<file path="config.mk">
export PLATFORM = sky130hd
export DESIGN_NAME = tsac_top
export DESIGN_NICKNAME = d
export VERILOG_FILES = /design/src/inc/tsac_pkg.sv /design/src/logic/tsac_top.sv
export SDC_FILE = /design/constraint.sdc
export NUM_CORES = 1
export LEC_CHECK = 0
export BUFFER_PORTS_ARGS = -buffer_cell sky130_fd_sc_hd__buf_2
export CAP_MARGIN = 30
export CELL_PAD_IN_SITES_DETAIL_PLACEMENT = 0
export CELL_PAD_IN_SITES_GLOBAL_PLACEMENT = 2
export CORE_ASPECT_RATIO = 0.5
export CORE_MARGIN = 1.5
export CORE_UTILIZATION = 32
export DETAILED_ROUTE_END_ITERATION = 6
export PLACE_DENSITY_LB_ADDON = 0.1
export SLEW_MARGIN = 10
export SYNTH_ARGS = -nofsm -noshare
export SYNTH_HDL_FRONTEND = slang
export SYNTH_SLANG_ARGS = --single-unit
</file>
<file path="constraint.sdc">
create_clock -name clock -period 2.4 [get_ports clock]
set_input_delay 0 -clock clock [delete_from_list [all_inputs] [get_ports clock]]
set_output_delay 0 -clock clock [all_outputs]
set_load 0.02 [all_outputs]
</file>
<file path="src/inc/tsac_pkg.sv">
// Contract
// - Each timer underflow sets that timer's request flag to 1.
// - Skip test reads a flag; a taken interrupt or skip clears it.
// - Interrupt control bits pick interrupt or polling per timer flag.
// - Bit 0 of first timer control enables timer A start sync.
// - Pin may drive sync only when pin control bit 0 is 1.
// - Pin level change sets sync; edge mode 1 takes both edges.
// - Single-edge polarity bit 2: 0 falling, 1 rising.
// - Once sync is set, count source reaches the timers.
// - Sync stays set until pin enable is cleared, auto-stop clears it, or reset.
// - Auto-stop bit clears sync at timer A underflow.
// - Auto-stop acts only while start sync is selected.
// - Counter pin control bit 0 picks port bit or counter output role.
// - Counter pin output is timer A or B underflow halved.
// - Counter pin source decrements timer B per falling edge.
// - Underflow reloads the counter; value n divides by n plus 1.
// - Timer A counts after loading and run bit 1 set; the code also needs prescaler run bit 3 set.
package tsac_pkg;
	localparam int ADDR_W = 6;
	localparam logic [5:0] OFF_CTRL_FIRST = 6'h00;
	localparam logic [5:0] OFF_CTRL_SECOND = 6'h04;
	localparam logic [5:0] OFF_CTRL_PIN = 6'h08;
	localparam logic [5:0] OFF_PIN_CTRL = 6'h0C;
	localparam logic [5:0] OFF_IRQ_CTRL = 6'h10;
	localparam logic [5:0] OFF_TMR_A = 6'h14;
	localparam logic [5:0] OFF_RELOAD_A = 6'h18;
	localparam logic [5:0] OFF_TMR_B = 6'h1C;
	localparam logic [5:0] OFF_SKIP_A = 6'h20;
	localparam logic [5:0] OFF_SKIP_B = 6'h24;
	localparam logic [5:0] OFF_PORT = 6'h28;
	localparam logic [5:0] OFF_STATUS = 6'h2C;
	localparam logic [3:0] CTRL_RESET = 4'h0;
	localparam logic [7:0] CNT_RESET = 8'h00;
	localparam int PRE_DIV_LO = 4;
	localparam int PRE_DIV_HI = 16;
	localparam logic [1:0] SRC_TMR_A = 2'b00;
	localparam logic [1:0] SRC_PRESCALE = 2'b01;
	localparam logic [1:0] SRC_PIN = 2'b10;
	localparam logic [1:0] SRC_SYSCLK = 2'b11;
endpackage : tsac_pkg

</file>
<file path="src/logic/tsac_top.sv">
`timescale 1ns/1ps
module tsac_top
	import tsac_pkg::*;
(
	input  wire logic              clock,       // System clock.
	input  wire logic              nrst,        // Async reset, low.
	input  wire logic [ADDR_W-1:0] address,     // Byte address.
	input  wire logic              read,        // Read request.
	input  wire logic              write,       // Write request.
	input  wire logic [31:0]       writedata,   // Write data.
	output logic      [31:0]       readdata,    // Read data.
	output logic                   waitrequest, // Stall, high.
	input  wire logic              intAckA,     // Timer A irq taken.
	input  wire logic              intAckB,     // Timer B irq taken.
	output logic                   irqReqA,     // Timer A irq request.
	output logic                   irqReqB,     // Timer B irq request.
	input  wire logic              extIrqPin,   // External irq pin.
	input  wire logic              cntrPinIn,   // Shared pin input.
	output logic                   cntrPinOut,  // Shared pin output.
	output logic                   cntrPinOe    // Shared pin enable.
);
	logic [1:0]  rstSyncQ;
	logic        rstN;
	logic [1:0]  intSyncQ, cntSyncQ;
	logic        intPrevQ, cntPrevQ;
	logic [3:0]  ctrlFirstQ, ctrlFirstD, ctrlSecondQ, ctrlSecondD;
	logic [3:0]  ctrlPinQ, ctrlPinD, pinCtrlQ, pinCtrlD;
	logic [3:0]  irqCtrlQ, irqCtrlD;
	logic [7:0]  cntAQ, cntAD, relAQ, relAD, cntBQ, cntBD, relBQ, relBD;
	logic [7:0]  preQ, preD;
	logic        syncQ, syncD, flagAQ, flagAD, flagBQ, flagBD;
	logic        halfQ, halfD, portDataQ, portDataD, portDirQ, portDirD;
	logic        waitQ, waitD;
	logic [31:0] rdataQ, rdataD;
	logic        irqAQ, irqAD, irqBQ, irqBD, outQ, outD, oeQ, oeD;
	logic        rise, fall, edgeOk, cntFall, preTick, gateOk;
	logic        tickA, tickB, srcB, ufA, ufB, wrAcc, rdAcc;
	logic [7:0]  preTop;

	// Decodes one register offset against the bus address.
	function automatic logic hit(input logic [ADDR_W-1:0] a,
		input logic [5:0] off);
		hit = (a == off);
	endfunction : hit

	// Releases the reset through two flip-flops.
	always_ff @(posedge clock or negedge nrst) begin
		if (!nrst) begin
			rstSyncQ <= 2'b00;
		end else begin
			rstSyncQ <= {rstSyncQ[0], 1'b1};
		end
	end
	assign rstN = rstSyncQ[1];

	// Synchronises both pins before any edge logic looks at them.
	always_ff @(posedge clock or negedge rstN) begin
		if (!rstN) begin
			intSyncQ <= 2'b00;
			cntSyncQ <= 2'b00;
			intPrevQ <= 1'b0;
			cntPrevQ <= 1'b0;
		end else begin
			intSyncQ <= {intSyncQ[0], extIrqPin};
			cntSyncQ <= {cntSyncQ[0], cntrPinIn};
			intPrevQ <= intSyncQ[1];
			cntPrevQ <= cntSyncQ[1];
		end
	end

	// Edge selection, prescaler tick, gating and underflow terms.
	always_comb begin
		rise = intSyncQ[1] & ~intPrevQ;
		fall = ~intSyncQ[1] & intPrevQ;
		if (pinCtrlQ[1]) begin
			edgeOk = rise | fall;
		end else begin
			edgeOk = pinCtrlQ[2] ? rise : fall;
		end
		cntFall = ~cntSyncQ[1] & cntPrevQ;
		preTop = ctrlFirstQ[2] ? 8'(PRE_DIV_HI - 1) : 8'(PRE_DIV_LO - 1);
		preTick = ctrlFirstQ[3] && (preQ == preTop);
		gateOk = ~ctrlFirstQ[0] | syncQ;
		tickA = ctrlFirstQ[1] & preTick & gateOk;
		ufA = tickA && (cntAQ == 8'h00);
		unique case (ctrlSecondQ[1:0])
			SRC_TMR_A: srcB = ufA;
			SRC_PRESCALE: srcB = preTick;
			SRC_PIN: srcB = cntFall;
			SRC_SYSCLK: srcB = 1'b1;
		endcase
		tickB = ctrlSecondQ[3] & srcB & gateOk;
		ufB = tickB && (cntBQ == 8'h00);
		wrAcc = write & ~waitQ;
		rdAcc = read & ~waitQ;
	end

	// Next values of the register file, counters, flags and outputs.
	always_comb begin
		ctrlFirstD = ctrlFirstQ;
		ctrlSecondD = ctrlSecondQ;
		ctrlPinD = ctrlPinQ;
		pinCtrlD = pinCtrlQ;
		irqCtrlD = irqCtrlQ;
		relAD = relAQ;
		relBD = relBQ;
		portDataD = portDataQ;
		portDirD = portDirQ;
		waitD = ~((read | write) & waitQ);
		rdataD = rdataQ;
		if (wrAcc) begin
			if (hit(address, OFF_CTRL_FIRST)) ctrlFirstD = writedata[3:0];
			if (hit(address, OFF_CTRL_SECOND)) ctrlSecondD = writedata[3:0];
			if (hit(address, OFF_CTRL_PIN)) ctrlPinD = writedata[3:0];
			if (hit(address, OFF_PIN_CTRL)) pinCtrlD = writedata[3:0];
			if (hit(address, OFF_IRQ_CTRL)) irqCtrlD = writedata[3:0];
			if (hit(address, OFF_TMR_A) || hit(address, OFF_RELOAD_A)) begin
				relAD = writedata[7:0];
			end
			if (hit(address, OFF_TMR_B)) relBD = writedata[7:0];
			if (hit(address, OFF_PORT)) begin
				portDataD = writedata[0];
				portDirD = writedata[1];
			end
		end
		// Read data is captured in the first cycle of a read.
		if (read & waitQ) begin
			rdataD = 32'h0000_0000;
			unique case (1'b1)
				hit(address, OFF_CTRL_FIRST): rdataD[3:0] = ctrlFirstQ;
				hit(address, OFF_CTRL_SECOND): rdataD[3:0] = ctrlSecondQ;
				hit(address, OFF_CTRL_PIN): rdataD[3:0] = ctrlPinQ;
				hit(address, OFF_PIN_CTRL): rdataD[3:0] = pinCtrlQ;
				hit(address, OFF_IRQ_CTRL): rdataD[3:0] = irqCtrlQ;
				hit(address, OFF_TMR_A): rdataD[7:0] = cntAQ;
				hit(address, OFF_RELOAD_A): rdataD[7:0] = relAQ;
				hit(address, OFF_TMR_B): rdataD[7:0] = cntBQ;
				hit(address, OFF_SKIP_A): rdataD[0] = flagAQ;
				hit(address, OFF_SKIP_B): rdataD[0] = flagBQ;
				hit(address, OFF_PORT): rdataD[2:0] =
					{cntSyncQ[1], portDirQ, portDataQ};
				hit(address, OFF_STATUS): rdataD[2:0] =
					{syncQ, flagBQ, flagAQ};
				default: rdataD = 32'h0000_0000;
			endcase
		end
		// Prescaler clears whenever its run bit is low.
		if (!ctrlFirstQ[3] || preTick) begin
			preD = 8'h00;
		end else begin
			preD = preQ + 8'h01;
		end
		// Counters reload at underflow and load together with reload.
		cntAD = cntAQ;
		if (wrAcc && hit(address, OFF_TMR_A)) begin
			cntAD = writedata[7:0];
		end else if (ufA) begin
			cntAD = relAQ;
		end else if (tickA) begin
			cntAD = cntAQ - 8'h01;
		end
		cntBD = cntBQ;
		if (wrAcc && hit(address, OFF_TMR_B)) begin
			cntBD = writedata[7:0];
		end else if (ufB) begin
			cntBD = relBQ;
		end else if (tickB) begin
			cntBD = cntBQ - 8'h01;
		end
		// Sync sets on a valid edge; a new edge beats the auto-stop clear, not the pin-enable clear.
		syncD = syncQ;
		if (!pinCtrlQ[0]) begin
			syncD = 1'b0;
		end else if (ctrlFirstQ[0] && edgeOk) begin
			syncD = 1'b1;
		end else if (ufA && ctrlSecondQ[2] && ctrlFirstQ[0]) begin
			syncD = 1'b0;
		end
		// Flags: an underflow in the clearing cycle keeps the flag set.
		flagAD = ufA | (flagAQ & ~(intAckA |
			(rdAcc & hit(address, OFF_SKIP_A) & rdataQ[0])));
		flagBD = ufB | (flagBQ & ~(intAckB |
			(rdAcc & hit(address, OFF_SKIP_B) & rdataQ[0])));
		irqAD = flagAQ & irqCtrlQ[0];
		irqBD = flagBQ & irqCtrlQ[1];
		halfD = halfQ ^ (ctrlPinQ[1] ? ufB : ufA);
		outD = ctrlPinQ[0] ? halfQ : portDataQ;
		oeD = ctrlPinQ[0] | portDirQ;
	end

	// Registers all state apart from the reset and pin synchronisers.
	always_ff @(posedge clock or negedge rstN) begin
		if (!rstN) begin
			ctrlFirstQ <= CTRL_RESET;
			ctrlSecondQ <= CTRL_RESET;
			ctrlPinQ <= CTRL_RESET;
			pinCtrlQ <= CTRL_RESET;
			irqCtrlQ <= CTRL_RESET;
			cntAQ <= CNT_RESET;
			relAQ <= CNT_RESET;
			cntBQ <= CNT_RESET;
			relBQ <= CNT_RESET;
			preQ <= CNT_RESET;
			syncQ <= 1'b0;
			flagAQ <= 1'b0;
			flagBQ <= 1'b0;
			halfQ <= 1'b0;
			portDataQ <= 1'b0;
			portDirQ <= 1'b0;
			waitQ <= 1'b1;
			rdataQ <= 32'h0000_0000;
			irqAQ <= 1'b0;
			irqBQ <= 1'b0;
			outQ <= 1'b0;
			oeQ <= 1'b0;
		end else begin
			ctrlFirstQ <= ctrlFirstD;
			ctrlSecondQ <= ctrlSecondD;
			ctrlPinQ <= ctrlPinD;
			pinCtrlQ <= pinCtrlD;
			irqCtrlQ <= irqCtrlD;
			cntAQ <= cntAD;
			relAQ <= relAD;
			cntBQ <= cntBD;
			relBQ <= relBD;
			preQ <= preD;
			syncQ <= syncD;
			flagAQ <= flagAD;
			flagBQ <= flagBD;
			halfQ <= halfD;
			portDataQ <= portDataD;
			portDirQ <= portDirD;
			waitQ <= waitD;
			rdataQ <= rdataD;
			irqAQ <= irqAD;
			irqBQ <= irqBD;
			outQ <= outD;
			oeQ <= oeD;
		end
	end

	assign readdata = rdataQ;
	assign waitrequest = waitQ;
	assign irqReqA = irqAQ;
	assign irqReqB = irqBQ;
	assign cntrPinOut = outQ;
	assign cntrPinOe = oeQ;
endmodule : tsac_top
</file>
After elaboration in Yosys (flattened, before gate mapping)
Cells that the tools add are included.
{ "totals": {"regBits": 87, "input_bits": 46, "out_inout_bits": 37, "wordCells": 128} }
{ "op_classes": {"n_addsub": 3, "n_eq_ne": 16, "mux": 20, "bitwise": 36, "reduce_logical": 26} }
{ "op_table": {"columns": ["operator", "count"], "rows": [
  ["$mux 8", 7],
  ["$eq 6x5->1 const B", 4],
  ["$eq 6x6->1 const B", 4],
  ["$pmux 2 s10", 1],
  ["$and 1x1->1", 19],
  ["$logic_not 8->1", 2],
  ["$reduce_and 2->1", 8],
  ["$sub 8x1->8 const B", 2],
  ["$eq 6x4->1 const B", 2],
  ["$pmux 4 s3", 1],
  ["$pmux 1 s11", 1],
  ["$add 8x1->8 const B", 1],
  ["$eq 8x4->1", 1],
  ["$logic_and 1x1->1", 8],
  ["$not 1->1", 8],
  ["$or 1x1->1", 8],
  ["$pmux 1 s8", 1],
  ["$mux 1", 7],
  ["$eq 6x3->1 const B", 1],
  ["$logic_not 6->1", 1],
  ["$reduce_bool 3->1", 2],
  ["$eq 2x2->1 const B", 2],
  ["$mux 4", 1],
  ["$pmux 1 s4", 1],
  ["other kinds (7)", 8]
]} }

Depth between registers and ports, before layout
{ "depth": {"depth_word": 12, "depth_mapped": 9, "mapped_depth_nobuf": 8} }

Least setup slack after synthesis
No wires, ideal clock.
{ "synth_timing": {"kind": "register to register", "from": "register cntAQ[0]", "to": "register cntBQ[4]", "setup_ns": 0.126, "arrival_time_ns": 2.029, "path_slack_ns": 0.245, "stages_incl_launch_ff": 10, "path_cell_list": "dfrtp_1 > inv_1 > ha_1 > nor3b_2 > nand2_2 > o31ai_4 > nand4bb_1 > buf_2 > mux2_2 > o32a_1"} }
{ "synth_between": {"elab_chain_len": 8, "elab_cells_between_ends": 9} }
{ "synth_rtl": {"columns": ["item", "line", "rtl"], "rows": [
  ["start, declared", "tsac_top.sv:29", "logic [7:0] cntAQ, cntAD, relAQ, relAD, cntBQ, cntBD, relBQ, relBD;"],
  ["start signal, assigned", "tsac_top.sv:222", "cntAQ <= cntAD;"],
  ["$logic_not 8->1 *", "tsac_top.sv:85", "ufA = tickA && (cntAQ == 8'h00);"],
  ["$logic_and 1x1->1 *", "tsac_top.sv:85", null],
  ["$pmux 1 s4 *", "tsac_top.sv:86", "unique case (ctrlSecondQ[1:0])"],
  ["$and 1x1->1 * (2 in series)", "tsac_top.sv:92", "tickB = ctrlSecondQ[3] & srcB & gateOk;"],
  ["$logic_and 1x1->1", "tsac_top.sv:93", "ufB = tickB && (cntBQ == 8'h00);"],
  ["$mux 8", "tsac_top.sv:165", "end else if (ufB) begin"],
  ["$mux 8", "tsac_top.sv:163", "if (wrAcc && hit(address, OFF_TMR_B)) begin"],
  ["end signal, assigned", "tsac_top.sv:224", "cntBQ <= cntBD;"],
  ["end, declared", "tsac_top.sv:29", null]
]} }
Mark *: on every way between the ends. The rest lies on a longest branch, timed or not.
A chain may end at the register's enable or synchronous reset.

Worst setup path after layout
{ "layout_timing": {"from": "register preQ[3]", "to": "register halfQ"} }
{ "layout_between": {"elab_chain_len": 11} }
{ "layout_rtl": {"columns": ["item", "line", "rtl"], "rows": [
  ["start, declared", "tsac_top.sv:30", "logic [7:0] preQ, preD;"],
  ["start signal, assigned", "tsac_top.sv:226", "preQ <= preD;"],
  ["$eq 8x4->1 *", "tsac_top.sv:82", "preTick = ctrlFirstQ[3] && (preQ == preTop);"],
  ["$logic_and 1x1->1 *", "tsac_top.sv:82", null],
  ["$and 1x1->1 (2 in series)", "tsac_top.sv:84", "tickA = ctrlFirstQ[1] & preTick & gateOk;"],
  ["$logic_and 1x1->1", "tsac_top.sv:85", null],
  ["$pmux 1 s4", "tsac_top.sv:86", null],
  ["$and 1x1->1 (2 in series)", "tsac_top.sv:92", null],
  ["$logic_and 1x1->1", "tsac_top.sv:93", null],
  ["$mux 1 *", "tsac_top.sv:186", "halfD = halfQ ^ (ctrlPinQ[1] ? ufB : ufA);"],
  ["$xor 1x1->1 *", "tsac_top.sv:186", null],
  ["via halfD", "tsac_top.sv:32", "logic halfQ, halfD, portDataQ, portDataD, portDirQ, portDirD;"],
  ["end signal, assigned", "tsac_top.sv:230", "halfQ <= halfD;"],
  ["end, declared", "tsac_top.sv:32", null]
]} }
The timed path passes the listed nets; every way through them passes the cells marked *.

==> impl_metrics.tcl <==
set metrics [dict create \
    critPathKind "flip-flop to flip-flop" \
    routedWlPerCell_um 17.9 \
    grt_use_met2_pct 27.3 \
    viasPerCell 4.86 \
    cts.path.max_buffers 2 \
    stdcell_area_um2 5620 \
    ys_async_sr_fraction_pct 100 \
    final_nets 597 \
    top_usage_layer "met1" \
    reg2regPathDepth 8 \
    worstReg2RegStart "preQ[3]$_DFF_PN0_" \
    dp_hpwl_mm 9.76 \
    diodes 0 \
    cp_cell_sequence "and3_1 -> o2111ai_2 -> o21ai_1 -> buf_4 -> and3_2 -> buf_4 -> a21oi_1 -> xnor2_1" \
    crit_top_cell "buf_4" \
    syn-instance-count 463 \
    grt_max_degree 35 \
    synth_top_area_share_pct 46.6 \
    fmax_mhz 446 \
    p_leak_nw 2.60 \
    grt_overflow 0 \
    cpMaxStageDelayCell "dfrtp_1" \
    drive_gt1_share_pct 25.7 \
    relSlewSlack_pct 42.7 \
    routed_wl_mm 13.3 \
    critPathLaunch "preQ[3]$_DFF_PN0_" \
    rsz0062_at_grt "no" \
    fin_crit_ns 2.24 \
    dpl.cell_count 713 \
    place_area_um2 5200 \
    track_usage_pct 18.7 \
    rows 30 \
    fp.dieH_um 88.0 \
    cpPeakStageDelay_ns 0.42 \
    r2r_end "halfQ$_DFF_PN0_" \
    worstSetupPathDepth 8 \
    area_growth_syn_to_layout_pct 21.7 \
    clock-sinks 87 \
    root_buffer "clkbuf_16" \
    grt_pass1_wl_mm 21.2 \
    design.die.area_um2 15200 \
    syn_area_per_cell_um2 9.98 \
    setup.worst_path.end "halfQ$_DFF_PN0_" \
    ys_warn_count 0 \
    tns_ns 0 \
    yosysSeqAreaShare_pct 47.1 \
    hp-class "primary input to flip-flop" \
    synth_edf_count 0 \
    reg2reg_slack_ns 0.16 \
    io_buffers 34 \
    first_global_vias 3591 \
    synthFlopType "dfrtp_1" \
    synth_top_area_cell "dfrtp_1" \
    hold_viol 0 \
    grtUsageMet3_pct 3.65 \
    pre_cts_ws_ns 0.0764 \
    required_ns 2.67 \
    ant_nets 0 \
    ios 83 \
    initial_core_util_pct 33.5 \
    synth_area_leaders "dfrtp_1 (47%), mux2_2 (8.3%), nand2_1 (4.8%)" \
    first_iter_violations 299 \
    cp_top_family "compound AO/OA/AOI/OAI gates" \
    drv_cap 0 \
    max-vdd-ir-drop_uv 340 \
    groute.layer.met1.usage_pct 28.1 \
    cts_buffers 9 \
    syn_area_um2 4620 \
    vias 3601 \
    finalWorstSetupSlack_ns 0.156 \
    worstMarginPinSlew_ns 0.854 \
    critPathArrivalTime_ns 2.51 \
    insertion_delay_ns 0.35 \
    stdcell_count 741 \
    drc 0 \
    synth_most_common_cell "dfrtp_1" \
    die_width_um 173 \
    cts_tree "yes" \
    setup.worst_path.start_class "flip-flop" \
    fin_skew_ns 0.0109 \
    htreeDepth 3 \
    ys_ff_latch 87 \
    outcome "finished, final reports clean" \
    worstSetupEndpointType "flip-flop" \
    core_area_um2 13800 \
    cp_max_fo 7 \
    yosysUniqueCellTypes 58 \
    power_density_nw_per_um2 671 \
    setup_viol 0 \
    antenna_found_initial 0 \
    fin_crit_sh_pct 93.5 \
    drtPass1Iterations 4 \
    gp_congestion 0.810 \
    slew_viol_final 0 \
    synth_commonest_cells "dfrtp_1 (86), nand2_1 (59), mux2_2 (34)" \
    whs_ns 0.0270 \
    clk_pin_slew_ns 0.07 \
    path_buf_inv 2 \
]
[power by group]
part,internal [W],switching [W]
combinational,0.000259,0.000332
sequential,0.00160,0.000142
clock,0.000811,0.000626
total,0.00267,0.00110
[flip-flops by register name (all words and copies together) (netlist names), 8 cells and up]
| register | cells |
|---|---|
| preQ | 8 |
| readdata | 8 |
| relBQ | 8 |
| relAQ | 8 |
| cntAQ | 8 |
| cntBQ | 8 |
[metal layers]
metal  part of all wire (%)  vias to the layer above
li1                       -                     1777
met1                     53                     1722
met2                     41                       96
met3                    5.2                        6
met4                   0.58                        0
met5                      0                        -
[logic make-up (layout without fill, tap and decap cells)]
| family | Yosys count | count (layout) | share of synthesized area (%) |
|---|---|---|---|
| buffers and inverters | 53 | 116 | 6.36 |
| AND/OR/NAND/NOR | 166 | 166 | 18.0 |
| AO/OA/AOI/OAI | 91 | 91 | 13.5 |
| adder cells (fa/ha/maj) | 7 | 7 | 1.90 |
| multiplexers | 44 | 44 | 10.5 |
| other | 2 | 25 | 0.163 |
| flip-flops | 87 | 87 | 47.1 |
| XOR/XNOR | 13 | 13 | 2.46 |
[worst min path at each step]
stage                                    to  slack, ns  cells past startpoint    startpoint
floorplan             rstSyncQ[0]$_DFF_PN0_      -0.30                      0          nrst
global placement      rstSyncQ[0]$_DFF_PN0_      -0.22                      1          nrst
detailed placement    rstSyncQ[0]$_DFF_PN0_      -0.21                      1          nrst
CTS                    cntAQ[2]$_DFFE_PN0P_       0.01                      3  writedata[2]
global route        readdata[1]$_DFFE_PN0P_       0.05                      3          read
finish                 cntAQ[2]$_DFFE_PN0P_       0.03                      3  writedata[2]
[cell type report]
cell class / instances / area (um^2)
clock buffers: 9 / 225
multi-input cells: 346 / 2240
flip-flops and latches: 87 / 2180
inverters: 12 / 45.0
well taps: 192 / 240
fillers: 1402 / 8190
clock inverters: 7 / 71.3
repair buffers: 88 / 618
[cell usage in the layout, fill, tap and decap left out, types with 4 or more instances in the layout]
master / netlist / layout
dfrtp_1: 86 / 85
nand2_1: 59 / 59
buf_4: 24 / 41
mux2_2: 34 / 34
buf_2: 3 / 34
nor2_1: 32 / 32
conb_1: 2 / 25
o21ai_0: 23 / 23
a21oi_1: 17 / 17
nor3_1: 12 / 12
inv_1: 12 / 12
dlygate4sd3_1: 0 / 12
nand3_1: 11 / 11
mux2i_1: 10 / 10
clkbuf_16: 0 / 9
and2_1: 8 / 8
xor2_1: 8 / 8
nor2b_1: 7 / 7
a22oi_1: 7 / 7
ha_1: 7 / 7
and3_1: 7 / 6
xnor2_1: 5 / 5
a22o_1: 5 / 5
a31oi_1: 5 / 5
nand4_1: 4 / 4
nand2b_1: 4 / 4
o311ai_0: 4 / 4
nor4_1: 4 / 4
a211oi_1: 4 / 4
[what timing repair did]
item | in CTS | in global routing
endpoints found under the setup margin | 0 | 9
hold buffers | 12 | 0
gates resized for setup | 0 | 2
setup buffers | 0 | 0
hold endpoints to repair | 20 | 0
[through the flow]
step	utilization, %	total power, W
floorplan	-	0.00211
global placement	37.6	0.00234
detailed placement	37.6	0.00234
CTS	40.7	0.00383
global route	40.7	0.00396
finish	40.7	0.00377
[worst reg2reg max path: stages (launching register included)]
cell and delay, ns:
dfrtp_1 0.42, and3_1 0.20, o2111ai_2 0.37, o21ai_1 0.18, buf_4 0.17, and3_2 0.25, buf_4 0.16, a21oi_1 0.27
xnor2_1 0.15
Power figures use the tool's default switching activity.
